`src/verilog/eiv_pkg.sv`:
```
// Package for the external interrupt and vector block: vectors, offsets, field layouts
`default_nettype none
package eiv_pkg;
    // Program vector addresses, lowest first
    localparam logic [15:0] VEC_RESET = 16'h0000;
    localparam logic [15:0] VEC_EXT = 16'h0001;
    localparam logic [15:0] VEC_PCLO = 16'h0002;
    localparam logic [15:0] VEC_PCHI = 16'h0003;
    localparam logic [15:0] VEC_FIRST_PERIPH = 16'h0004;
    localparam logic [15:0] VEC_LAST = 16'h0010;
    localparam int NUM_PERIPH = 13;
    localparam int NUM_SRC = 16;
    // Register offsets on the plain register port
    localparam logic [3:0] OFF_CTRL = 4'h0;
    localparam logic [3:0] OFF_ENABLE = 4'h1;
    localparam logic [3:0] OFF_FLAGS = 4'h2;
    localparam logic [3:0] OFF_MASK_LO = 4'h3;
    localparam logic [3:0] OFF_MASK_HI = 4'h4;
    localparam logic [3:0] OFF_PERIPH_LO = 4'h5;
    localparam logic [3:0] OFF_PERIPH_HI = 4'h6;
    localparam logic [3:0] OFF_VECTOR = 4'h7;
    // Bit positions in the enable, flag and control registers
    localparam int BIT_EXT = 6;
    localparam int BIT_PCHI = 5;
    localparam int BIT_PCLO = 4;
    localparam int SENSE_HI = 1;
    localparam int SENSE_LO = 0;
    localparam logic [7:0] RESET_BYTE = 8'h00;
    localparam int NUM_PC_LO = 8;
    localparam int NUM_PC_HI = 4;
    // Sense control encodings
    typedef enum logic [1:0]
    {
        SENSE_LOW = 2'h0,
        SENSE_ANY = 2'h1,
        SENSE_FALL = 2'h2,
        SENSE_RISE = 2'h3
    } eiv_sense_type;
    // Register port request
    typedef struct packed
    {
        logic [3:0] addr;
        logic [7:0] wdata;
        logic wr;
        logic rd;
    } eiv_req_type;
    // Vector offered to the processor core
    typedef struct packed
    {
        logic valid;
        logic [15:0] addr;
    } eiv_vec_type;
endpackage : eiv_pkg
`default_nettype wire

```
`src/verilog/eiv_sync.sv`:
```
// Two-stage synchroniser with change detection for pin inputs
`default_nettype none
module eiv_sync #(
    parameter int WIDTH = 12
) (
    input wire logic clk,
    input wire logic nrst,
    input wire logic ce,
    input wire logic [WIDTH-1:0] async_in,
    output logic [WIDTH-1:0] sync_out,
    output logic [WIDTH-1:0] prev_out
);
    logic [WIDTH-1:0] meta_r;
    // Two flip-flops per bit, then a delayed copy for edge detection
    genvar i;
    for (i = 0; i < WIDTH; i++)
    begin : g_bit
        always_ff @(posedge clk)
        begin
            if (!nrst)
            begin
                meta_r[i] <= 1'b1;
                sync_out[i] <= 1'b1;
                prev_out[i] <= 1'b1;
            end
            else if (ce)
            begin
                meta_r[i] <= async_in[i];
                sync_out[i] <= meta_r[i];
                prev_out[i] <= sync_out[i];
            end
        end
    end
endmodule : eiv_sync
`default_nettype wire

```
`src/verilog/eiv_top.sv`:
```
// External interrupt detection, flag registers and vector priority for the processor core
// How it works
// - All reset sources use vector 0x0000
// - External pin request uses vector 0x0001
// - Low pin-change group uses vector 0x0002
// - High pin-change group uses vector 0x0003
// - Peripheral vectors 0x0004 to 0x0010 in order
// - Pins trigger even when driven as outputs
// - Any enabled low pin toggle raises request
// - Any enabled high pin toggle raises request
// - Mask bit gates each pin's contribution
// - Pin changes detected only while clock runs, also for wake
// - External pin senses falling, rising, any change or low
// - Low level requests continuously while low
// - Edges recognised only while clock runs
// - Low level detected only while clock runs, also for wake
// - Level gone before start-up: wake, no interrupt
// - Early removal resumes after sleep, no service
// - Sense 00 low, 01 change, 10 fall, 11 rise
// - Pulses over one clock always caught in the three edge modes
// - Flags clear on service entry or written one
`default_nettype none
module eiv_top
    import eiv_pkg::*;
(
    input wire logic clk,
    input wire logic nrst,
    input wire logic ce,
    input wire logic ext_irq_pin,
    input wire logic [eiv_pkg::NUM_PC_LO-1:0] pin_change_low_inputs,
    input wire logic [eiv_pkg::NUM_PC_HI-1:0] pin_change_high_inputs,
    input wire logic [eiv_pkg::NUM_PERIPH-1:0] periph_irq,
    input wire logic global_irq_en,
    input wire logic vec_ack,
    input wire logic sleeping,
    input wire eiv_pkg::eiv_req_type req,
    output logic [7:0] rdata,
    output eiv_pkg::eiv_vec_type vec,
    output logic wake_req
);
    localparam int NPC = NUM_PC_LO + NUM_PC_HI;
    // Peripheral enables are split over two byte registers at this bit
    localparam int PERIPH_LO_W = 8;

    logic [NPC-1:0] pc_sync;
    logic [NPC-1:0] pc_prev;
    logic ext_sync;
    logic ext_prev;
    logic [1:0] sense_r;
    logic en_ext_r;
    logic en_pclo_r;
    logic en_pchi_r;
    logic [NUM_PC_LO-1:0] mask_lo_r;
    logic [NUM_PC_HI-1:0] mask_hi_r;
    logic flag_ext_r;
    logic flag_pclo_r;
    logic flag_pchi_r;
    logic [NUM_PERIPH-1:0] periph_en_r;
    logic ext_event;
    logic pclo_event;
    logic pchi_event;
    logic [NUM_SRC-1:0] pending;
    logic [15:0] vec_nxt;
    logic found;
    logic [7:0] rdata_nxt;
    logic wr_flags;
    logic ext_level;

    // Pins are sampled from the pad, so port direction does not matter
    eiv_sync #(.WIDTH(NPC + 1)) u_sync (
        .clk(clk),
        .nrst(nrst),
        .ce(ce),
        .async_in({ext_irq_pin, pin_change_high_inputs, pin_change_low_inputs}),
        .sync_out({ext_sync, pc_sync}),
        .prev_out({ext_prev, pc_prev})
    );

    // Masked toggle detection per group
    always_comb
    begin
        pclo_event = |((pc_sync[NUM_PC_LO-1:0] ^ pc_prev[NUM_PC_LO-1:0]) & mask_lo_r);
        pchi_event = |((pc_sync[NPC-1:NUM_PC_LO] ^ pc_prev[NPC-1:NUM_PC_LO]) & mask_hi_r);
    end

    // External pin sense selection; edges need the running clock
    always_comb
    begin
        ext_level = 1'b0;
        ext_event = 1'b0;
        unique case (eiv_sense_type'(sense_r))
            SENSE_LOW: ext_level = !ext_sync;
            SENSE_ANY: ext_event = ext_sync ^ ext_prev;
            SENSE_FALL: ext_event = ext_prev & !ext_sync;
            SENSE_RISE: ext_event = !ext_prev & ext_sync;
        endcase
    end

    // Wake request: synchronised pin level and group events, needs the clock, registered for the output
    always_ff @(posedge clk)
    begin
        if (!nrst)
            wake_req <= 1'b0;
        else if (ce)
            wake_req <= sleeping & ((en_ext_r & ext_level) | (en_pclo_r & pclo_event)
                        | (en_pchi_r & pchi_event));
    end

    assign wr_flags = req.wr && (req.addr == OFF_FLAGS);

    // Sticky flags: set wins over clear by write-one or service entry
    always_ff @(posedge clk)
    begin
        if (!nrst)
        begin
            flag_ext_r <= 1'b0;
            flag_pclo_r <= 1'b0;
            flag_pchi_r <= 1'b0;
        end
        else if (ce)
        begin
            flag_ext_r <= ext_event | (flag_ext_r & (sense_r != SENSE_LOW)
                & !(wr_flags & req.wdata[BIT_EXT]) & !(vec_ack & vec.valid & vec.addr == VEC_EXT));
            flag_pclo_r <= pclo_event | (flag_pclo_r & !(wr_flags & req.wdata[BIT_PCLO])
                & !(vec_ack & vec.valid & vec.addr == VEC_PCLO));
            flag_pchi_r <= pchi_event | (flag_pchi_r & !(wr_flags & req.wdata[BIT_PCHI])
                & !(vec_ack & vec.valid & vec.addr == VEC_PCHI));
        end
    end

    // Control registers written by software
    always_ff @(posedge clk)
    begin
        if (!nrst)
        begin
            sense_r <= SENSE_LOW;
            en_ext_r <= 1'b0;
            en_pclo_r <= 1'b0;
            en_pchi_r <= 1'b0;
            mask_lo_r <= '0;
            mask_hi_r <= '0;
            periph_en_r <= '0;
        end
        else if (ce && req.wr)
        begin
            unique case (req.addr)
                OFF_CTRL: sense_r <= req.wdata[SENSE_HI:SENSE_LO];
                OFF_ENABLE:
                begin
                    en_ext_r <= req.wdata[BIT_EXT];
                    en_pchi_r <= req.wdata[BIT_PCHI];
                    en_pclo_r <= req.wdata[BIT_PCLO];
                end
                OFF_MASK_LO: mask_lo_r <= req.wdata[NUM_PC_LO-1:0];
                OFF_MASK_HI: mask_hi_r <= req.wdata[NUM_PC_HI-1:0];
                OFF_PERIPH_LO: periph_en_r[PERIPH_LO_W-1:0] <= req.wdata[PERIPH_LO_W-1:0];
                OFF_PERIPH_HI: periph_en_r[NUM_PERIPH-1:PERIPH_LO_W] <= req.wdata[NUM_PERIPH-PERIPH_LO_W-1:0];
                default: ;
            endcase
        end
    end

    // Pending sources indexed by vector number; level mode has no flag
    always_comb
    begin
        pending = '0;
        pending[VEC_EXT[3:0]] = en_ext_r & (flag_ext_r | ext_level);
        pending[VEC_PCLO[3:0]] = en_pclo_r & flag_pclo_r;
        pending[VEC_PCHI[3:0]] = en_pchi_r & flag_pchi_r;
        pending[NUM_SRC-1:VEC_FIRST_PERIPH[3:0]] = periph_irq[NUM_PERIPH-2:0] & periph_en_r[NUM_PERIPH-2:0];
    end

    // Lowest pending vector wins; the last source sits at 0x0010
    always_comb
    begin
        vec_nxt = VEC_RESET;
        found = 1'b0;
        for (int i = NUM_SRC - 1; i >= 1; i--)
        begin
            if (pending[i])
            begin
                vec_nxt = 16'(i);
                found = 1'b1;
            end
        end
        if (!found && periph_irq[NUM_PERIPH-1] && periph_en_r[NUM_PERIPH-1])
        begin
            vec_nxt = VEC_LAST;
            found = 1'b1;
        end
    end

    // Registered vector offer; withdrawn for a cycle after acknowledge
    always_ff @(posedge clk)
    begin
        if (!nrst)
        begin
            vec.valid <= 1'b0;
            vec.addr <= VEC_RESET;
        end
        else if (ce)
        begin
            vec.valid <= found & global_irq_en & !(vec_ack & vec.valid);
            vec.addr <= vec_nxt;
        end
    end

    // Read mux
    always_comb
    begin
        rdata_nxt = RESET_BYTE;
        unique case (req.addr)
            OFF_CTRL: rdata_nxt[SENSE_HI:SENSE_LO] = sense_r;
            OFF_ENABLE:
            begin
                rdata_nxt[BIT_EXT] = en_ext_r;
                rdata_nxt[BIT_PCHI] = en_pchi_r;
                rdata_nxt[BIT_PCLO] = en_pclo_r;
            end
            OFF_FLAGS:
            begin
                rdata_nxt[BIT_EXT] = flag_ext_r;
                rdata_nxt[BIT_PCHI] = flag_pchi_r;
                rdata_nxt[BIT_PCLO] = flag_pclo_r;
            end
            OFF_MASK_LO: rdata_nxt[NUM_PC_LO-1:0] = mask_lo_r;
            OFF_MASK_HI: rdata_nxt[NUM_PC_HI-1:0] = mask_hi_r;
            OFF_PERIPH_LO: rdata_nxt[PERIPH_LO_W-1:0] = periph_en_r[PERIPH_LO_W-1:0];
            OFF_PERIPH_HI: rdata_nxt[NUM_PERIPH-PERIPH_LO_W-1:0] = periph_en_r[NUM_PERIPH-1:PERIPH_LO_W];
            OFF_VECTOR: rdata_nxt = vec.addr[7:0];
            default: rdata_nxt = RESET_BYTE;
        endcase
    end

    // Read data stands one cycle after the strobe
    always_ff @(posedge clk)
    begin
        if (!nrst)
            rdata <= RESET_BYTE;
        else if (ce)
            rdata <= req.rd ? rdata_nxt : RESET_BYTE;
    end

    // Assertions
    ext_fall_a: assert property (@(posedge clk) disable iff (!nrst)
        ce && en_ext_r && sense_r == SENSE_FALL && ext_prev && !ext_sync |=> flag_ext_r)
        else $error("falling edge did not set flag");
    pclo_set_a: assert property (@(posedge clk) disable iff (!nrst)
        ce && |((pc_sync[NUM_PC_LO-1:0] ^ pc_prev[NUM_PC_LO-1:0]) & mask_lo_r) |=> flag_pclo_r)
        else $error("low group toggle lost");
    pchi_set_a: assert property (@(posedge clk) disable iff (!nrst)
        ce && pchi_event |=> flag_pchi_r)
        else $error("high group toggle lost");
    mask_gate_a: assert property (@(posedge clk) disable iff (!nrst)
        ce && mask_lo_r == '0 && mask_hi_r == '0 && !flag_pclo_r && !flag_pchi_r |=> !flag_pclo_r && !flag_pchi_r)
        else $error("masked pin changed a group");
    level_hold_a: assert property (@(posedge clk) disable iff (!nrst)
        ce && global_irq_en && en_ext_r && sense_r == SENSE_LOW && !ext_sync && !vec_ack
        |=> vec.valid && vec.addr == VEC_EXT)
        else $error("low level not offered");
    reset_vec_a: assert property (@(posedge clk)
        !nrst |=> vec.addr == VEC_RESET && !vec.valid)
        else $error("reset vector wrong");
    prio_a: assert property (@(posedge clk) disable iff (!nrst)
        ce && pending[VEC_EXT[3:0]] |=> vec.addr == VEC_EXT)
        else $error("lowest vector not chosen");
    ack_clear_a: assert property (@(posedge clk) disable iff (!nrst)
        ce && vec_ack && vec.valid && vec.addr == VEC_PCHI && !pchi_event |=> !flag_pchi_r)
        else $error("service entry did not clear flag");
    wclr_a: assert property (@(posedge clk) disable iff (!nrst)
        ce && wr_flags && req.wdata[BIT_PCLO] && !pclo_event |=> !flag_pclo_r)
        else $error("write one did not clear flag");
    wake_a: assert property (@(posedge clk) disable iff (!nrst)
        ce && sleeping && en_ext_r && ext_level |=> wake_req)
        else $error("no wake on low level");
    pc_wake_a: assert property (@(posedge clk) disable iff (!nrst)
        ce && sleeping && en_pclo_r && pclo_event |=> wake_req)
        else $error("no wake on pin change");
    wake_idle_a: assert property (@(posedge clk) disable iff (!nrst)
        ce && !sleeping |=> !wake_req)
        else $error("wake raised while awake");
    ext_lvl_clr_a: assert property (@(posedge clk) disable iff (!nrst)
        ce && sense_r == SENSE_LOW |=> !flag_ext_r)
        else $error("external flag kept in level mode");
    vec_drop_a: assert property (@(posedge clk) disable iff (!nrst)
        ce && vec_ack && vec.valid |=> !vec.valid)
        else $error("offer not withdrawn after acknowledge");
    ext_rise_a: assert property (@(posedge clk) disable iff (!nrst)
        ce && sense_r == SENSE_RISE && !ext_prev && ext_sync |=> flag_ext_r)
        else $error("rising edge did not set flag");
    ext_any_a: assert property (@(posedge clk) disable iff (!nrst)
        ce && sense_r == SENSE_ANY && (ext_prev != ext_sync) |=> flag_ext_r)
        else $error("pin change did not set flag");
    // Covers for the main scenarios
    pc_cov_c: cover property (@(posedge clk) disable iff (!nrst) pclo_event ##1 flag_pclo_r);
    ext_cov_c: cover property (@(posedge clk) disable iff (!nrst) vec.valid && vec.addr == VEC_EXT && vec_ack);
    wake_cov_c: cover property (@(posedge clk) disable iff (!nrst) wake_req);
    last_cov_c: cover property (@(posedge clk) disable iff (!nrst) vec.valid && vec.addr == VEC_LAST);
    rise_cov_c: cover property (@(posedge clk) disable iff (!nrst) sense_r == SENSE_RISE && ext_event);
endmodule : eiv_top
`default_nettype wire

```
`config.mk`:
```
export PLATFORM = sky130hd
export DESIGN_NAME = eiv_top
export DESIGN_NICKNAME = d
export VERILOG_FILES = /design/src/verilog/eiv_pkg.sv /design/src/verilog/eiv_sync.sv /design/src/verilog/eiv_top.sv
export SDC_FILE = /design/constraint.sdc
export NUM_CORES = 1
export LEC_CHECK = 0
export BUFFER_PORTS_ARGS = -buffer_cell sky130_fd_sc_hd__buf_4
export CORE_AREA = 2 2 106 98
export CTS_CLUSTER_SIZE = 10
export DETAILED_ROUTE_END_ITERATION = 6
export DIE_AREA = 0 0 108 100
export GPL_TIMING_DRIVEN = 0
export PLACE_DENSITY_LB_ADDON = 0.12
export SLEW_MARGIN = 15
export SYNTH_ARGS = -nofsm -noshare
export SYNTH_HDL_FRONTEND = slang
export SYNTH_SLANG_ARGS = --single-unit
```
`constraint.sdc`:
```
create_clock -name clk -period 4.59 [get_ports clk]
set_clock_uncertainty 0.15 [all_clocks]
set_input_delay 0.459 -clock clk [delete_from_list [all_inputs] [get_ports clk]]
set_output_delay 0.459 -clock clk [all_outputs]
set_load 0.03 [all_outputs]
```
* Word level (Yosys, flattened, before mapping)
Index checks and enable logic that the tools add are counted.
** Cells by class
- $add $sub $neg :: 0
- Multipliers :: 0
- Div/mod/pow operators :: 0
- Order comparisons :: 0
- Eq/ne operators :: 13
- Shift-type cells :: 0
- Muxes and demuxes :: 40
- Bitwise logic cells :: 37
- Reduce and logical (&&, ||, !) cells :: 25
** Operator list (count)
- 16-bit two-way mux :: 15
- 16-bit by 2-bit == test with 1-bit output, second input constant :: 2
- 1-bit bitwise AND :: 25
- 2-bit case mux with 5 select lines :: 2
- 1-bit two-way mux :: 17
- 16-bit by 1-bit == test with 1-bit output, second input constant :: 1
- 4-bit by 3-bit == test with 1-bit output, second input constant :: 4
- 12-bit bitwise AND :: 1
- 2-bit case mux with 6 select lines :: 1
- 2-bit AND reduction :: 6
- 1-bit logical NOT :: 10
- 8-bit bitwise AND :: 1
- 4-bit by 2-bit == test with 1-bit output, second input constant :: 2
- 8-bit two-way mux :: 1
- 8-bit OR reduction :: 1
- 8-bit bitwise XOR :: 1
- 1-bit OR :: 6
- 1-bit case mux with 3 select lines :: 2
- 1-bit case mux with 6 select lines :: 1
- 4-bit bitwise AND :: 1
- 2-bit == test, second input constant :: 2
- 4-bit by 1-bit == test with 1-bit output, second input constant :: 1
- 1-bit logical AND :: 4
- 4-bit logical NOT :: 1
- 7 further kinds :: 7
** Word-level totals
- Register bits after elaboration :: 98
- Bits in latches :: 0
- RAM bits :: 0
- Memory bits (read-only) :: 0
- Input bits :: 46
- Output and inout bits :: 26
- Logic and storage cells :: 169
- Memories :: 0

* Depth between registers and ports, before layout
Gate-level depths: netlist of the first run.
- Depth after elaboration :: 22
- Mapped depth :: 7
- Mapped depth without buffers :: 6

* Hierarchy
Synthesis of the first run repeated with hierarchy kept, for this count alone.
** Second synthesis, totals
- Cells, all modules :: 469
- Area total of the unflattened synthesis :: 4317.9 sq um
** Modules (own cells, without submodules)
- eiv_top :: times used 1, cells each 343, area each 2937.8 sq um, sequential area each 960.9 sq um
- eiv_sync :: times used 1, cells each 126, area each 1380.1 sq um, sequential area each 780.7 sq um

* Worst setup path before layout of the first run
OpenSTA, ideal clock, no wires.
- Kind :: input port to flip-flop
- Start point :: input req[11] in the netlist's numbering
- End point :: register rdata[1]
- Setup time :: 115 ps
- Data arrival time :: 1470 ps
- Data required time :: 4325 ps
- Setup slack :: 2855 ps
- Stages :: 7
- Buffers on the path :: 2
- Path through :: buf_6 nor2b_1 buf_2 a22o_1 a222oi_1 o2bb2ai_1 and2_1
** Between the ends
- Longest elaborated chain between the ends :: 3
- Elaborated cells on any way between the ends :: 8
- Classes of those cells :: eq/ne: 5; mux: 2; reduce/logical: 1
** RTL lines
- start: declaration :: line eiv_top.sv:36 : input wire eiv_pkg::eiv_req_type req,
- 4-bit by 3-bit == test with 1-bit output, or another cell as far along :: line eiv_top.sv:212 : unique case (req.addr)
- 2-bit case mux with 6 select lines * :: line eiv_top.sv:212
- 8-bit two-way mux * :: line eiv_top.sv:241 : rdata <= req.rd ? rdata_nxt : RESET_BYTE;
- end signal: assignment :: line eiv_top.sv:241
- end: declaration :: line eiv_top.sv:37 : output logic [7:0] rdata,
Mark *: on every way between the ends. The rest lies on a longest branch, timed or not.
A chain may end at the register's enable or synchronous reset.

* Final worst setup path of the first run
- Start point :: register en_pchi_r
- End point :: register vec[1] in the netlist's numbering
** Between the ends
- Longest elaborated chain between the ends :: 8
- Elaborated cells on any way between the ends :: 11
- Classes of those cells :: mux: 7; bitwise: 1; reduce/logical: 3
** RTL lines
- start: declaration :: line eiv_top.sv:52 : logic en_pchi_r;
- start signal: assignment :: line eiv_top.sv:151 : en_pchi_r <= req.wdata[BIT_PCHI];
- 1-bit bitwise AND * :: line eiv_top.sv:169 : pending[VEC_PCHI[3:0]] = en_pchi_r & flag_pchi_r;
- 1-bit two-way mux (3 in a row) :: line eiv_top.sv:180 : if (pending[i])
- 1-bit logical NOT :: line eiv_top.sv:186 : if (!found && periph_irq[NUM_PERIPH-1] && periph_en_r[NUM_PERIPH-1])
- 1-bit logical AND (2 in a row) :: line eiv_top.sv:186
- 16-bit two-way mux * :: line eiv_top.sv:186
- end: declaration :: line eiv_top.sv:38 : output eiv_pkg::eiv_vec_type vec,
Marked as above.

==> results of run 1 <==
## registers in the layout (all words and copies together), names as in the netlist
signal and cells:
flag_ext_r 1, sense_r 2, flag_pchi_r 1, en_pclo_r 1
u_sync.prev_out 13, flag_pclo_r 1, mask_lo_r 8, u_sync.sync_out 13
en_pchi_r 1, mask_hi_r 4, u_sync.meta_r 13, vec 6
periph_en_r 13, wake_req 1, rdata 8, en_ext_r 1
## stage by stage
| stage | worst slack, ns | std cells | cell area (um^2) | total power (uW) | util, % |
|---|---|---|---|---|---|
| after global routing | 2.63 | 663 | 5070 | 1520 | 51.5 |
| after floorplan | 2.86 | 461 | 4300 | 902 | - |
| final | 2.75 | 663 | 5070 | 1450 | 51.5 |
| after global placement | 2.52 | 648 | 4890 | 965 | 49.7 |
| after CTS | 2.77 | 663 | 5070 | 1470 | 51.5 |
| after detailed placement | 2.51 | 648 | 4890 | 966 | 49.7 |
## cell type report
cell class	count	area share, %
timing repair buffer	58	8.58
multi-input combinational	333	45.8
buffer	37	4.32
sequential	87	34.3
clock buffer	11	2.59
tap	129	3.18
inverter	4	0.296
clock inverter	4	0.937
## cells by family after synthesis
kind of cell	share of synthesized area [%]
adder cells (fa/ha/maj)	0.587
flip-flops	40.9
buffers and inverters	5.49
XOR/XNOR	2.47
other	0.0880
AND/OR/NAND/NOR	19.6
AO/OA/AOI/OAI	14.0
multiplexers	16.9
## layer usage
metal  vias to the layer above  wire, um  part of all wire [%]
met2                        97      4740                    44
met3                         8       665                   6.1
met5                         -         0                     0
met1                      1636      5320                    49
li1                       1750         -                     -
met4                         0        97                  0.90
## layout by cell type (no fill, tap or decap), drive strengths merged, types with 2 or more instances in the layout
cell type,count
o32ai,2
and3,3
mux2,5
o21a,2
nor2,7
a22oi,25
a222oi,3
dfxtp,87
o22ai,2
a21oi,6
ha,2
mux2i,66
clkinv,2
buf,85
nand3,15
o211ai,3
a31oi,2
xor2,12
clkbuf,21
nor2b,37
inv,4
nand3b,2
nand2b,3
nand4,7
a22o,4
nor3,6
o21ai,8
nand2,68
and2,3
a21boi,10
o2bb2ai,4
conb,11
## worst max-delay path, cell delays in order (launching register included)
cell,delay [ns]
dfxtp_1,0.38
a22oi_1,0.31
nand4_1,0.24
nor4_2,0.35
nor3_1,0.08
a22o_1,0.24
## Yosys cell counts (all sizes together), types with 8 or more instances
| cell type | instances | area share [%] |
|---|---|---|
| xor2 | 12 | 2.5 |
| buf | 27 | 4.3 |
| nand3 | 15 | 1.8 |
| a21boi | 10 | 1.8 |
| o21ai | 8 | 0.94 |
| dfxtp | 87 | 41 |
| nor2b | 37 | 5.4 |
| nand2 | 68 | 6.0 |
| a22oi | 25 | 4.4 |
| clkbuf | 10 | 0.88 |
| mux2i | 66 | 16 |
## power breakdown
group / internal (uW) / switching (uW) / total, uW
Sequential: 770 / 12.4 / 783
Combinational: 75.1 / 91.4 / 166
Clock: 248 / 257 / 505
## worst paths after layout
| check | from | to | slack, ns | cells past startpoint |
|---|---|---|---|---|
| setup / recovery | en_pchi_r | vec[1] | 2.75 | 5 |
| setup reg to reg | en_pchi_r | vec[1] | 2.75 | 5 |
| hold reg to reg | rdata[6] | rdata[6] | 0.31 | 2 |
| hold / removal | pin_change_low_inputs[3] | u_sync.meta_r[3] | 0.18 | 3 |
==> flow_summary.toml, run 1 <==
[global_route]
grt_usage_pct = 20.9
grt_pass1_vias = 3324
grt_antenna_before_repair = 0
grt_use_met1_pct = 30.4
gr-total-overflow = 0
gr-max-usage-layer = "met2"
grt_max_degree = 14
grt_util_met3_pct = 4.35
grt_pass1_wl_um = 17400
use_met2_pct = 31.7

[clock_network]
clkSinkCount = 87
post_cts_resized = 0
cts_max_path_buffers = 2
clkLatencyLatePin_ns = 0.35
cts_hold_buf = 0
root_buffer = "clkbuf_8"
h-tree-depth = 3
post_cts_buffers = 0
clkSlewWorstSetupHoldPaths_ns = 0.08
cts_buffers = 9
cts_tree = "built"

[floorplan]
start_util_pct = 43.2
die_h_um = 100
rows = 35
core_area_um2 = 9850
fp.dieArea_um2 = 10800
die_x_um = 108
boundaryPins = 72

[routing]
viasPerCell = 5.27
wl_um = 10800
first_iter_violations = 215
vias = 3491
antenna_left = 0
drc_errors = 0
routedWlPerCell_um = 16.3
first_pass_iters = 5

[power]
power_density_nw_per_um2 = 287
peakVddDrop_v = 0.000148
p_leak_uw = 0.00204

[timing]
finalSetupViolCount = 0
finalSetupTns_ns = 0
whs_ns = 0.179
min_period_over_period_pct = 40.1
finalCriticalPeriod_ns = 1.84
max_slew_margin_pct = 60.7
hold_violations = 0
rsz0062_at_grt = "no"
maxClockFrequency_mhz = 544
worst_slew_pin_slew_ns = 0.590
maxSlewViolCount = 0

[synthesis]
synth.yosys.seq_area_share_pct = 40.9
synth_edf_count = 0
ys_types = 57
syn_area_per_cell_um2 = 9.44
synthArstFlopShare_pct = 0
synth_cells = 451
ys.flop_type = "dfxtp_1"
synth_area_um2 = 4260
postSynthRegisterBits = 87
ys.warnings.count = 0

[setup_path]
endpoint_kind = "register"
cp.arrival_ns = 1.93
crit_type = "register to register"
critical_path_required_ns = 4.68
start_kind = "register"
crit_fanout = 6

[placed_design]
dpl.hpwl_um = 8320
place_congestion = 0.958
numPortBuffers = 58

[job]
maxCapViolations = 0

[layout]
fin_nets = 578
fill_cells = 946
multi_input_area_um2 = 2320
diodes = 0
final-seq-area_um2 = 1740
syn_to_final_growth_pct = 19.1
drive_above_1_share_pct = 20.2

[hold_path]
hold_class = "input pin to register"

[outcome]
status = "completed"
(Power assumes the default switching activity.)
==> inputs of run 2 (changes only) <==
==> constraint.sdc (replaced) <==
create_clock -name clk -period 1.6 [get_ports clk]
set_clock_uncertainty 0.15 [all_clocks]
set_input_delay 0.16 -clock clk [delete_from_list [all_inputs] [get_ports clk]]
set_output_delay 0.16 -clock clk [all_outputs]
set_load 0.03 [all_outputs]
==> run 2 against run 1 <==
  * The run now ends with negative setup slack left
  * Routed wire length is 6.1% higher
  * Die area unchanged
  * Clock power increased to 2.9 times the previous value
  * Critical path depth unchanged
  * Highest routed layer unchanged
  * Combinational power rose to 3.3 times the previous value
  * Non-clock buffer count is 37 higher
  * Critical path type unchanged
  * Clock-buffer cell count did not move
  * Sequential share of layout area down 2.3 points
  * Utilization up 5.0 points
==> flow_summary.toml, run 2 (same netlist as run 1, synthesis figures left out) <==
[outcome]
status = "finished with violations"
failed_checks = "negative setup slack"

[power]
p_leak_uw = 0.00225
pwr-share-seq_pct = 52.8
power_density_nw_per_um2 = 761
p_switching_uw = 1060
pwr-share-comb_pct = 12.8
p_int_uw = 3170
p_sw_share_pct = 25.1
peakVddDrop_v = 0.000427
clkPwrFrac_pct = 34.4

[timing]
whs_ns = 0.0417
setup_slack_ns = -0.161
rsz0062_at_grt = "yes"
maxSlewViolCount = 0
max_slew_margin_pct = 60.3
finalCriticalPeriod_ns = 1.76
finalSetupTns_ns = -0.623
maxClockFrequency_mhz = 568
finalSetupViolCount = 6
worst_slew_pin_slew_ns = 0.595
hold_violations = 0
min_period_over_period_pct = 110

[setup_path]
critPathMaxStageDelay_ns = 0.36
endpoint_kind = "register"
cp_cell_sequence = "a22oi_2, nand4_1, nor4_4, nor3_1, a22o_1"
crit_type = "register to register"
cp.buffers_inverters = 0
start_kind = "register"
critical_path_required_ns = 1.69
cp_top_family = "simple AND/OR/NAND/NOR gates"
crit_fanout = 4
cp.arrival_ns = 1.85
cpMaxStageDelayCell = "dfxtp_4"

[floorplan]
boundaryPins = 72
start_util_pct = 43.2
die_h_um = 100
core_area_um2 = 9850
fp.dieArea_um2 = 10800
rows = 35
die_x_um = 108

[hold_path]
hold_class = "input pin to register"

[placed_design]
numPortBuffers = 58
dp.cells = 648
place_congestion = 0.958
dpl.hpwl_um = 8320
dpl_cell_area_um2 = 4890

[routing]
first_pass_iters = 6
routedWlPerCell_um = 16.4
first_iter_violations = 200
wl_um = 11500
drc_errors = 0
viasPerCell = 5.31
vias = 3715
antenna_left = 0

[global_route]
grt_usage_pct = 21.8
grt_max_degree = 14
grt_antenna_before_repair = 0
grt_pass1_vias = 3496
grt_pass1_wl_um = 18200
gr-total-overflow = 0

[clock_network]
cts_buffers = 9
cts_tree = "built"
clkSlewWorstSetupHoldPaths_ns = 0.08
h-tree-depth = 3
clkLatencyLatePin_ns = 0.35
root_buffer = "clkbuf_8"
cts_max_path_buffers = 2
clkSinkCount = 87

[layout]
fin_nets = 615
mostFrequentLayoutCells = "buf_4, nand2_1, dfxtp_1"
diodes = 0
final_common_cell = "buf_4"
layoutNonFillerInstCount = 700
fin_area_um2 = 5570
syn_to_final_growth_pct = 30.7
drive_above_1_share_pct = 28.0

[job]
maxCapViolations = 0
run 2: cell types whose count changed in the layout (fill, tap and decap cells not counted), sizes merged:
| cell | change |
|---|---|
| dlygate4sd3 | +24 |
| buf | +13 |
run 2: path summary, 6_finish.rpt:
kind,from,end,slack [ns],cells past startpoint
max,periph_en_r[5],vec[1],-0.16,5
min,nrst,vec[0],0.04,3
max reg2reg,periph_en_r[5],vec[1],-0.16,5
min reg2reg,rdata[6],rdata[6],0.31,2
run 2: routing by layer:
metal | vias to the layer above | global-route usage [%] | share of wire, %
met5 | - | 0 | 0
li1 | 1829 | - | -
met1 | 1749 | 31.7 | 48
met3 | 6 | 4.35 | 7.1
met4 | 0 | 5.03 | 0.74
met2 | 131 | 33.4 | 44
run 2: final cells by class:
class,count,area [um^2]
fill,890,4290
multi-input combinational,333,2430
sequential,87,1780
timing repair buffer,95,773
buffer,37,219
tap,129,161
clock buffer,11,131
clock inverter,4,47.5
inverter,4,15.0
run 2: what timing repair did:
| action | in CTS | in global routing |
|---|---|---|
| resized for setup | 30 | 22 |
| hold endpoints to repair | 45 | 0 |
| endpoints found under the setup margin | 8 | 10 |
| hold buffers | 24 | 0 |
| pin swaps | 16 | 15 |
| setup buffers | 9 | 4 |
run 2: power by group through the flow:
| stage | Sequential [uW] | Clock [uW] | Combinational [uW] |
|---|---|---|---|
| detailed placement | 2300 | 0 | 475 |
| global placement | 2290 | 0 | 472 |
| global route | 2240 | 1590 | 589 |
| finish | 2240 | 1460 | 544 |
| CTS | 2240 | 1510 | 536 |
| floorplan | 2290 | 0 | 298 |
run 2: metrics by stage:
step	util, %	setup slack [ns]	power [uW]
after floorplan	-	0.0116	2590
after global placement	49.7	-0.230	2770
after detailed placement	49.7	-0.214	2770
after CTS	55.4	-0.177	4280
after global routing	56.5	-0.215	4420
final	56.5	-0.161	4240
run 2: worst min-delay path: cells and delay by family:
kind | cells | cell delay (ns)
buffers and inverters | 1 | 0.13
AO/OA/AOI/OAI | 1 | 0.10
AND/OR/NAND/NOR | 1 | 0.10
